**src/verilog/ssd_pkg.sv**
```systemverilog
package ssd_pkg;
  // ==========================================================
  // Register indices (byte address is four times the index)
  localparam logic [2:0] IDX_STEP_CTL = 3'h0; // Step and coil control
  localparam logic [2:0] IDX_DC_CTL = 3'h1; // Down-counter control
  localparam logic [2:0] IDX_FLAG = 3'h3; // Event flags
  localparam logic [2:0] IDX_COUNT = 3'h4; // Count and load value
  localparam logic [2:0] IDX_IRQ_MASK = 3'h5; // Interrupt mask
  // ==========================================================
  // Step control field positions
  localparam int B_INTEGRATE = 7; // Integrate select
  localparam int B_DRIVE = 6; // Drive coil select
  localparam int B_POLARITY = 4; // Node polarity
  // Down-counter control field positions
  localparam int B_UF_IE = 7; // Underflow interrupt enable
  localparam int B_RELOAD = 6; // Reload mode
  localparam int B_RD_LOAD = 5; // Read-load select
  localparam int B_PRESCALE = 4; // Prescale select
  localparam int B_FORCE = 3; // Force load
  localparam int B_CNT_EN = 2; // Counter enable
  localparam int B_OV_IE = 0; // Overflow interrupt enable
  // Flag and mask field positions
  localparam int B_UF_FLAG = 7; // Underflow flag
  localparam int B_OV_FLAG = 0; // Accumulator overflow flag
  // ==========================================================
  // Reset and preset values
  localparam logic [15:0] COUNT_PRESET = 16'hFFFF; // Disabled count
  localparam logic [15:0] LOAD_RESET = 16'h0000; // Load after reset
  localparam logic [1:0] MASK_RESET = 2'h3; // Mask after reset
  // ==========================================================
  // Prescaler division counts
  localparam logic [8:0] DIV_SLOW_LAST = 9'h1FF; // Divide by 512
  localparam logic [8:0] DIV_FAST_LAST = 9'h03F; // Divide by 64
  // ==========================================================
  // Coil current codes
  localparam logic [1:0] CUR_ZERO = 2'h0; // No current
  localparam logic [1:0] CUR_PLUS = 2'h1; // Plus maximum
  localparam logic [1:0] CUR_MINUS = 2'h2; // Minus maximum
  // Coil node one-hot positions
  localparam int N_SIN_P = 0; // Sine plus node
  localparam int N_SIN_M = 1; // Sine minus node
  localparam int N_COS_P = 2; // Cosine plus node
  localparam int N_COS_M = 3; // Cosine minus node
endpackage

```
**src/verilog/ssd_top.sv**
```systemverilog
`timescale 1ns/10ps
// ==========================================================
// Stall detector step decode and modulus down-counter
module ssd_top
#(
  parameter int ADDR_W = 5
)
(
  input wire logic clk_sys,
  input wire logic sys_rst,
  input wire logic [ADDR_W-1:0] avs_address,
  input wire logic avs_read,
  input wire logic avs_write,
  input wire logic [31:0] avs_writedata,
  input wire logic [3:0] avs_byteenable,
  output logic [31:0] avs_readdata,
  output logic avs_waitrequest,
  input wire logic acc_overflow_pulse,
  output logic [1:0] cos_current,
  output logic [1:0] sin_current,
  output logic [3:0] integrator_route,
  output logic [3:0] reference_route,
  output logic converter_reset,
  output logic accumulator_clear,
  output logic irq
);
  // ==========================================================
  // Complete block state
  typedef struct packed
  {
    logic wait_req;
    logic [31:0] rdata;
    logic [1:0] step;
    logic integrate;
    logic drive;
    logic polarity;
    logic uf_ie;
    logic reload;
    logic rd_load;
    logic pre_sel;
    logic cnt_en;
    logic ov_ie;
    logic pre_active;
    logic [15:0] count;
    logic [15:0] load;
    logic uf_flag;
    logic ov_flag;
    logic [1:0] mask;
    logic irq;
    logic [1:0] cos_cur;
    logic [1:0] sin_cur;
    logic [3:0] int_sel;
    logic [3:0] ref_sel;
    logic conv_rst;
    logic acc_clr;
  } ssd_top_state_s;

  ssd_top_state_s st_reg; // Registered state
  ssd_top_state_s st_next; // Next state

  // ==========================================================
  // Helper signals
  logic tick; // Prescaled tick
  logic restart; // Restart the prescaler period
  logic [2:0] idx; // Register index
  logic aligned; // Low address bits are zero
  logic done; // Bus access completes at this edge
  logic wr_acc; // Write completes now
  logic rd_acc; // Read completes now
  logic lane0; // Low byte lane enabled
  logic lane1; // Second byte lane enabled
  logic force_wr; // Force-load written as one
  logic cnt_wr; // Count register written
  logic [15:0] new_load; // Load value after this write
  logic transfer; // Load moved into count
  logic uf_event; // Counter stepped down from one on a tick
  logic [7:0] step_rd; // Step control read view
  logic [7:0] ctl_rd; // Control read view
  logic [7:0] flag_rd; // Flag read view
  logic [1:0] cos_n; // Decoded cosine current
  logic [1:0] sin_n; // Decoded sine current
  logic [3:0] int_n; // Decoded integrator route
  logic [3:0] ref_n; // Decoded reference route

  // ==========================================================
  // Prescaler
  // Rate follows the select latched at the last load transfer
  ssd_prescaler u_pre
  (
    .clk_sys(clk_sys),
    .sys_rst(sys_rst),
    .restart(restart),
    .div_slow(st_reg.pre_active),
    .tick(tick)
  );

  // ==========================================================
  // Step decode
  ssd_step_router u_route
  (
    .step(st_reg.step),
    .drive(st_reg.drive),
    .integrate(st_reg.integrate),
    .polarity(st_reg.polarity),
    .cos_cur(cos_n),
    .sin_cur(sin_n),
    .int_sel(int_n),
    .ref_sel(ref_n)
  );

  // ==========================================================
  // Bus decode
  assign idx = avs_address[ADDR_W-1:2];
  // Misaligned accesses complete but touch no register
  assign aligned = (avs_address[1:0] == 2'h0);
  assign done = !st_reg.wait_req;
  assign wr_acc = avs_write && done && aligned;
  assign rd_acc = avs_read && done && aligned;
  assign lane0 = avs_byteenable[0];
  assign lane1 = avs_byteenable[1];
  assign force_wr = wr_acc && lane0 && (idx == ssd_pkg::IDX_DC_CTL)
    && avs_writedata[ssd_pkg::B_FORCE];
  assign cnt_wr = wr_acc && (idx == ssd_pkg::IDX_COUNT)
    && (lane0 || lane1);

  // Load value as updated by a count write, byte lanes honoured
  always_comb
  begin
    new_load = st_reg.load;
    if (cnt_wr && lane0)
      new_load[7:0] = avs_writedata[7:0];
    if (cnt_wr && lane1)
      new_load[15:8] = avs_writedata[15:8];
  end

  // ==========================================================
  // Read views of the byte registers
  always_comb
  begin
    step_rd = 8'h00;
    step_rd[ssd_pkg::B_INTEGRATE] = st_reg.integrate;
    step_rd[ssd_pkg::B_DRIVE] = st_reg.drive;
    step_rd[ssd_pkg::B_POLARITY] = st_reg.polarity;
    step_rd[1:0] = st_reg.step;
    ctl_rd = 8'h00;
    ctl_rd[ssd_pkg::B_UF_IE] = st_reg.uf_ie;
    ctl_rd[ssd_pkg::B_RELOAD] = st_reg.reload;
    ctl_rd[ssd_pkg::B_RD_LOAD] = st_reg.rd_load;
    ctl_rd[ssd_pkg::B_PRESCALE] = st_reg.pre_sel;
    ctl_rd[ssd_pkg::B_FORCE] = 1'b0;
    ctl_rd[ssd_pkg::B_CNT_EN] = st_reg.cnt_en;
    ctl_rd[ssd_pkg::B_OV_IE] = st_reg.ov_ie;
    flag_rd = 8'h00;
    flag_rd[ssd_pkg::B_UF_FLAG] = st_reg.uf_flag;
    flag_rd[ssd_pkg::B_OV_FLAG] = st_reg.ov_flag;
  end

  // ==========================================================
  // Next state of the whole block
  always_comb
  begin
    st_next = st_reg;
    transfer = 1'b0;
    uf_event = 1'b0;
    restart = 1'b0;

    // Bus handshake: one wait cycle, then one completing cycle
    st_next.wait_req = !((avs_read || avs_write) && st_reg.wait_req);
    if (avs_read && st_reg.wait_req)
    begin
      // Read data prepared for the completing edge
      // Unused bits read as zero
      st_next.rdata = 32'h0000_0000;
      if (aligned)
      begin
        case (idx)
          ssd_pkg::IDX_STEP_CTL: st_next.rdata[7:0] = step_rd;
          ssd_pkg::IDX_DC_CTL: st_next.rdata[7:0] = ctl_rd;
          ssd_pkg::IDX_FLAG: st_next.rdata[7:0] = flag_rd;
          ssd_pkg::IDX_COUNT:
            st_next.rdata[15:0] = st_reg.rd_load ? st_reg.load
              : st_reg.count;
          ssd_pkg::IDX_IRQ_MASK:
          begin
            // Mask bits sit at the flag positions
            st_next.rdata[ssd_pkg::B_UF_FLAG] = st_reg.mask[1];
            st_next.rdata[ssd_pkg::B_OV_FLAG] = st_reg.mask[0];
          end
          default: st_next.rdata = 32'h0000_0000;
        endcase
      end
    end

    // Register writes at the completing edge
    if (wr_acc && lane0)
    begin
      case (idx)
        ssd_pkg::IDX_STEP_CTL:
        begin
          // Step state, coil drive and routing
          st_next.integrate = avs_writedata[ssd_pkg::B_INTEGRATE];
          st_next.drive = avs_writedata[ssd_pkg::B_DRIVE];
          st_next.polarity = avs_writedata[ssd_pkg::B_POLARITY];
          st_next.step = avs_writedata[1:0];
        end
        ssd_pkg::IDX_DC_CTL:
        begin
          // Control is writable in every state
          st_next.uf_ie = avs_writedata[ssd_pkg::B_UF_IE];
          st_next.reload = avs_writedata[ssd_pkg::B_RELOAD];
          st_next.rd_load = avs_writedata[ssd_pkg::B_RD_LOAD];
          st_next.pre_sel = avs_writedata[ssd_pkg::B_PRESCALE];
          st_next.cnt_en = avs_writedata[ssd_pkg::B_CNT_EN];
          st_next.ov_ie = avs_writedata[ssd_pkg::B_OV_IE];
        end
        ssd_pkg::IDX_IRQ_MASK:
        begin
          // Mask of the interrupt output
          st_next.mask[1] = avs_writedata[ssd_pkg::B_UF_FLAG];
          st_next.mask[0] = avs_writedata[ssd_pkg::B_OV_FLAG];
        end
        default: st_next.mask = st_reg.mask;
      endcase
    end
    // Load register takes count writes even while disabled
    st_next.load = new_load;

    // Down-counter
    if (!st_reg.cnt_en)
    begin
      // Preset while disabled avoids an early underflow
      st_next.count = ssd_pkg::COUNT_PRESET;
      restart = 1'b1;
    end
    else if (force_wr || cnt_wr)
    begin
      // Immediate copy of the load value
      st_next.count = new_load;
      transfer = 1'b1;
    end
    else if (tick && (st_reg.count != 16'h0000))
    begin
      // Count on a tick; a zero count stays parked
      if (st_reg.count == 16'h0001)
      begin
        // Last step, taken from a count of one, raises the flag
        uf_event = 1'b1;
        if (st_reg.reload)
        begin
          // Reload mode starts again from the load value
          st_next.count = st_reg.load;
          transfer = 1'b1;
        end
        else
        begin
          // One-shot mode parks at zero
          st_next.count = 16'h0000;
        end
      end
      else
      begin
        // Ordinary decrement
        st_next.count = st_reg.count - 16'h0001;
      end
    end
    if (transfer)
    begin
      // Prescale choice follows the transfer
      st_next.pre_active = st_reg.pre_sel;
      restart = 1'b1;
    end

    // Flags: read or write-one clears, a new event wins
    // A read clears only what it reported, so an event landing
    // between the sampling and the completing edge is kept
    if (rd_acc && (idx == ssd_pkg::IDX_FLAG))
    begin
      if (st_reg.rdata[ssd_pkg::B_UF_FLAG])
        st_next.uf_flag = 1'b0;
      if (st_reg.rdata[ssd_pkg::B_OV_FLAG])
        st_next.ov_flag = 1'b0;
    end
    if (wr_acc && lane0 && (idx == ssd_pkg::IDX_FLAG))
    begin
      if (avs_writedata[ssd_pkg::B_UF_FLAG])
        st_next.uf_flag = 1'b0;
      if (avs_writedata[ssd_pkg::B_OV_FLAG])
        st_next.ov_flag = 1'b0;
    end
    // Hardware events come last so that a set beats a clear
    if (uf_event)
      st_next.uf_flag = 1'b1;
    if (acc_overflow_pulse)
      st_next.ov_flag = 1'b1;

    // Interrupt from enabled, unmasked flags
    st_next.irq = (st_next.uf_flag && st_next.uf_ie && st_next.mask[1])
      || (st_next.ov_flag && st_next.ov_ie && st_next.mask[0]);

    // Coil and switch outputs
    st_next.cos_cur = cos_n;
    st_next.sin_cur = sin_n;
    st_next.int_sel = int_n;
    st_next.ref_sel = ref_n;
    // Blanking lags the select by a cycle, in step with the routes
    st_next.conv_rst = !st_reg.integrate;
    st_next.acc_clr = !st_reg.integrate;
  end

  // ==========================================================
  // State registers
  always_ff @(posedge clk_sys)
  begin
    if (sys_rst)
    begin
      st_reg <= '0;
      // Idle bus holds waitrequest high
      st_reg.wait_req <= 1'b1;
      st_reg.count <= ssd_pkg::COUNT_PRESET;
      st_reg.load <= ssd_pkg::LOAD_RESET;
      st_reg.mask <= ssd_pkg::MASK_RESET;
      // Blanking while the integrate select is clear
      st_reg.conv_rst <= 1'b1;
      st_reg.acc_clr <= 1'b1;
    end
    else
    begin
      st_reg <= st_next;
    end
  end

  // ==========================================================
  // Outputs straight from the state registers
  assign avs_readdata = st_reg.rdata;
  assign avs_waitrequest = st_reg.wait_req;
  assign cos_current = st_reg.cos_cur;
  assign sin_current = st_reg.sin_cur;
  assign integrator_route = st_reg.int_sel;
  assign reference_route = st_reg.ref_sel;
  assign converter_reset = st_reg.conv_rst;
  assign accumulator_clear = st_reg.acc_clr;
  assign irq = st_reg.irq;
endmodule

```
**src/verilog/ssd_prescaler.sv**
```systemverilog
`timescale 1ns/10ps
// ==========================================================
// Tick generator for the down-counter
module ssd_prescaler
(
  input wire logic clk_sys,
  input wire logic sys_rst,
  input wire logic restart,
  input wire logic div_slow,
  output logic tick
);
  // Divider state
  typedef struct packed
  {
    logic [8:0] cnt;
    logic tick;
  } ssd_pre_state_s;

  ssd_pre_state_s st_reg;
  ssd_pre_state_s st_next;
  logic [8:0] last;

  // Next divider state
  always_comb
  begin
    st_next = st_reg;
    last = div_slow ? ssd_pkg::DIV_SLOW_LAST : ssd_pkg::DIV_FAST_LAST;
    st_next.tick = 1'b0;
    if (restart)
    begin
      // Begin a fresh period
      st_next.cnt = 9'h000;
    end
    else if (st_reg.cnt >= last)
    begin
      // End of period gives one tick
      st_next.cnt = 9'h000;
      st_next.tick = 1'b1;
    end
    else
    begin
      st_next.cnt = st_reg.cnt + 9'h001;
    end
  end

  // Divider registers
  always_ff @(posedge clk_sys)
  begin
    if (sys_rst)
      st_reg <= '0;
    else
      st_reg <= st_next;
  end

  assign tick = st_reg.tick;
endmodule

```
**src/verilog/ssd_step_router.sv**
```systemverilog
`timescale 1ns/10ps
// ==========================================================
// Full-step decode of coil currents and node routing
module ssd_step_router
(
  input wire logic [1:0] step,
  input wire logic drive,
  input wire logic integrate,
  input wire logic polarity,
  output logic [1:0] cos_cur,
  output logic [1:0] sin_cur,
  output logic [3:0] int_sel,
  output logic [3:0] ref_sel
);
  logic swap;

  // Currents and switch selection
  always_comb
  begin
    cos_cur = ssd_pkg::CUR_ZERO;
    sin_cur = ssd_pkg::CUR_ZERO;
    int_sel = 4'h0;
    ref_sel = 4'h0;
    swap = polarity ^ step[1];
    if (drive)
    begin
      case (step)
        2'h0: cos_cur = ssd_pkg::CUR_PLUS;
        2'h1: sin_cur = ssd_pkg::CUR_PLUS;
        2'h2: cos_cur = ssd_pkg::CUR_MINUS;
        2'h3: sin_cur = ssd_pkg::CUR_MINUS;
        default: cos_cur = ssd_pkg::CUR_ZERO;
      endcase
    end
    if (integrate)
    begin
      if (!step[0])
      begin
        // Sine coil is the idle one
        int_sel[swap ? ssd_pkg::N_SIN_P : ssd_pkg::N_SIN_M] = 1'b1;
        ref_sel[swap ? ssd_pkg::N_SIN_M : ssd_pkg::N_SIN_P] = 1'b1;
      end
      else
      begin
        // Cosine coil is the idle one
        int_sel[swap ? ssd_pkg::N_COS_M : ssd_pkg::N_COS_P] = 1'b1;
        ref_sel[swap ? ssd_pkg::N_COS_P : ssd_pkg::N_COS_M] = 1'b1;
      end
    end
  end
endmodule

```
**config.mk**
```make
export PLATFORM = sky130hd
export DESIGN_NAME = ssd_top
export DESIGN_NICKNAME = d
export VERILOG_FILES = /design/src/verilog/ssd_pkg.sv /design/src/verilog/ssd_top.sv /design/src/verilog/ssd_prescaler.sv /design/src/verilog/ssd_step_router.sv
export SDC_FILE = /design/constraint.sdc
export NUM_CORES = 1
export LEC_CHECK = 0
export ABC_AREA = 1
export BUFFER_PORTS_ARGS = -buffer_cell sky130_fd_sc_hd__buf_2
export CAP_MARGIN = 20
export CORE_MARGIN = 2
export CORE_UTILIZATION = 29
export DETAILED_ROUTE_END_ITERATION = 8
export PLACE_DENSITY_LB_ADDON = 0.2
export SLEW_MARGIN = 10
export SYNTH_ARGS = -nofsm -noshare
export SYNTH_HDL_FRONTEND = slang
export SYNTH_HIERARCHICAL = 1
export SYNTH_SLANG_ARGS = --single-unit
```
**constraint.sdc**
```tcl
create_clock -name clk_sys -period 1.9 [get_ports clk_sys]
set_clock_uncertainty 0.1 [all_clocks]
set_input_delay 0.285 -clock clk_sys [delete_from_list [all_inputs] [get_ports clk_sys]]
set_output_delay 0.285 -clock clk_sys [all_outputs]
set_load 0.05 [all_outputs]
```
==> flow_metrics.py <==
metrics = {
    "detailed_routing": {
        "vias": 4673,
        "drt_wl_total_um": 13800,
        "route.detailed.wl_per_inst_um": 13.1,
        "initialDrtViolationCount": 318,
        "ant_nets": 0,
        "vias_per_cell": 4.44,
        "first_pass_iters": 4,
        "drc": 0,
    },
    "critical_path": {
        "cp_max_fo": 16,
        "reg2reg_slack_ns": 0.17,
        "crit_arrival_ns": 1.88,
        "slowest_delay_ns": 0.36,
        "end_kind": "register",
        "critPathRequiredTime_ns": 2.05,
        "worstSetupPathType": "register to register",
        "setup.worst_path.start_class": "register",
        "crit_top_cell": "nand2_1",
        "crit_chain": "nor2_2, nand2_1, nor2_4, nand2_1, nand2_4, nand2_4, nand2_1, inv_1, nand2_1, nand2_1",
        "cpMaxStageDelayCell": "dfxtp_1",
        "r2r-end": "st_reg[42]$_SDFFE_PP1P_",
        "r2r_cells": 10,
        "reg2reg_from": "st_reg[44]$_SDFFE_PP1P_",
        "critPathBufInv": 1,
        "critPathTopFamily": "simple AND/OR/NAND/NOR gates",
    },
    "timing": {
        "setup_ws_ns": 0.166,
        "fmax_mhz": 577,
        "tns_ns": 0,
        "hold_violations": 0,
        "timing.slew.headroom": 0.574,
        "fin_crit_sh": 0.912,
        "rsz0062_at_grt": "no",
        "finalMaxSlewViolations": 0,
        "tightestPinTransition_ns": 0.638,
        "setup_viol": 0,
        "min_period_ns": 1.73,
    },
    "die": {
        "core_area_um2": 17200,
        "dieArea_um2": 18600,
        "die_h_um": 136,
        "start_util": 0.295,
        "dieWidth_um": 136,
        "rows": 48,
        "num_io_pins": 94,
    },
    "cells_and_area": {
        "final_common_cell": "nand2_1",
        "fillers": 1916,
        "fin_cells": 1052,
        "fin_nets": 875,
        "multi_input_area_um2": 2550,
        "post-route-util": 0.343,
        "largest_reg_flops": 40,
        "area_growth_pct": 16.2,
        "regArea_um2": 1780,
        "mostFrequentLayoutCells": "nand2_1, dfxtp_1, inv_1",
        "drive_above_1_share": 0.183,
        "n_antenna_cell": 0,
    },
    "clock_network": {
        "cts_resized": 0,
        "clk_pin_slew_ns": 0.07,
        "cts_buffers": 9,
        "clockBufferDepth": 2,
        "cts_hold_buf": 0,
        "clk-insertion-delay-late_ns": 0.36,
        "h-tree-depth": 3,
        "post_cts.repair.setup_buffers": 0,
        "cts_tree": "built",
        "clock-sinks": 89,
        "cts_root_buffer": "clkbuf_16",
    },
    "power_and_ir_drop": {
        "power_frac_comb": 0.064,
        "p_leak_nw": 2.56,
        "powerDensity_nw_per_um2": 665,
        "p_sw_mw": 1.07,
        "internal_power_mw": 2.86,
        "clock_power_share": 0.459,
        "max-vdd-ir-drop_v": 0.000397,
        "netSwitchingFraction": 0.273,
        "seq_power_share": 0.477,
    },
    "yosys": {
        "syn_area_um2": 5090,
        "synthTopCellsByArea": "dfxtp_1, nand2_1, buf_4",
        "postSynthRegisterBits": 89,
        "synth_top_area_cell": "dfxtp_1",
        "synth_edf_count": 0,
        "ys_seq_area_frac": 0.350,
        "avgSynthCellArea_um2": 6.62,
        "async_reset_ff_frac": 0,
        "yosysWarnings": 6,
        "synth_top_area_frac": 0.350,
        "synth_ff_type": "dfxtp_1",
        "synth_cells": 769,
        "yosys.cell_types.count": 36,
    },
    "grt": {
        "overflow": 0,
        "track_usage": 0.155,
        "grt_pass1_vias": 4324,
        "antenna_found_initial": 0,
        "grt_pass1_wl_um": 22300,
        "grt_max_degree": 40,
    },
    "hold_path": {
        "hold_path_startpoint": "avs_write",
        "hold_path.class": "input port to register",
        "hold_path_depth": 2,
        "hold_end": "avs_waitrequest$_SDFF_PP1_",
    },
    "place": {
        "dp.final_hpwl_um": 10400,
        "io_buffers": 59,
        "place_ws_ns": 0.0648,
        "gp_congestion": 0.876,
        "dp_cells": 1036,
    },
    "outcome": {
        "status": "complete, no violations",
    },
    "flow_run": {
        "max_cap_violations": 0,
    },
}
[worst max-delay path by stage]
stage / cells past startpoint / to / from
5_1_grt: 10 / st_reg[50]$_SDFFE_PP1P_ / st_reg[36]$_SDFFE_PP1P_
3_3_place_gp: 11 / st_reg[45]$_SDFFE_PP1P_ / avs_address[1]
3_5_place_dp: 11 / st_reg[45]$_SDFFE_PP1P_ / avs_address[1]
4_1_cts: 10 / u_pre/st_reg[8]$_SDFF_PP0_ / st_reg[35]$_SDFFE_PP1P_
2_1_floorplan: 9 / u_pre/st_reg[1]$_SDFF_PP0_ / avs_waitrequest$_SDFF_PP1_
6_report: 10 / st_reg[42]$_SDFFE_PP1P_ / st_reg[44]$_SDFFE_PP1P_
[power groups by stage]
stage               Combinational, mW  Sequential [mW]  Clock, mW
global route                    0.276             1.88       1.93
global placement                0.253             1.92          0
floorplan                       0.190             1.92          0
finish                          0.251             1.88       1.80
detailed placement              0.253             1.92          0
CTS                             0.253             1.88       1.87
[cells in the mapped netlist (2+ instances only)]
cell,instances
nand2_1,224
dfxtp_1,89
inv_1,87
nor2_1,80
buf_4,53
o21ai_0,40
nand3_1,39
a21oi_1,34
a31oi_1,16
clkbuf_1,12
nand4_1,12
o21ai_1,9
ha_1,7
nor3_1,7
nand3_2,6
xor2_1,6
nor2_2,5
nor2_4,5
buf_2,4
nand2_2,4
o211ai_1,4
xnor2_1,4
buf_6,3
inv_2,3
nand2_4,3
and2_1,2
o21ai_2,2
[cell families (layout without fill, tap and decap cells)]
kind of cell,Yosys count,count (layout),share of synthesized area
flops,89,89,0.350
other cells,1,16,0.000737
compound gates,110,110,0.120
xor+xnor,10,10,0.0172
buf+inv,163,206,0.165
simple gates,389,389,0.330
fa+ha+maj,7,7,0.0172
[final cells by class]
| cell class | instances | area share |
|---|---|---|
| clock buffers | 9 | 0.0381 |
| clock inverters | 7 | 0.0123 |
| inverters | 91 | 0.0580 |
| multi-input cells | 532 | 0.431 |
| flip-flops and latches | 89 | 0.302 |
| well taps | 225 | 0.0476 |
| repair buffers | 99 | 0.111 |
[metal layers]
metal  vias up  track usage  wire, um  part of all wire
li1       2473            -         -                 -
met1      2098        0.209      6830              0.50
met2        89        0.250      6280              0.46
met3        13       0.0283       473             0.034
met4         0       0.0509       173             0.013
met5         -            0         0                 0
[per-stage QoR]
| stage | area, um2 | hold slack, ns | power, mW |
|---|---|---|---|
| after global routing | 5910 | 0.0664 | 4.09 |
| after global placement | 5590 | 0.337 | 2.17 |
| final | 5910 | 0.0476 | 3.93 |
| after CTS | 5890 | 0.0322 | 3.99 |
| after detailed placement | 5590 | 0.340 | 2.17 |
| after floorplan | 5150 | 0.293 | 2.11 |
(Power assumes the default switching activity.)
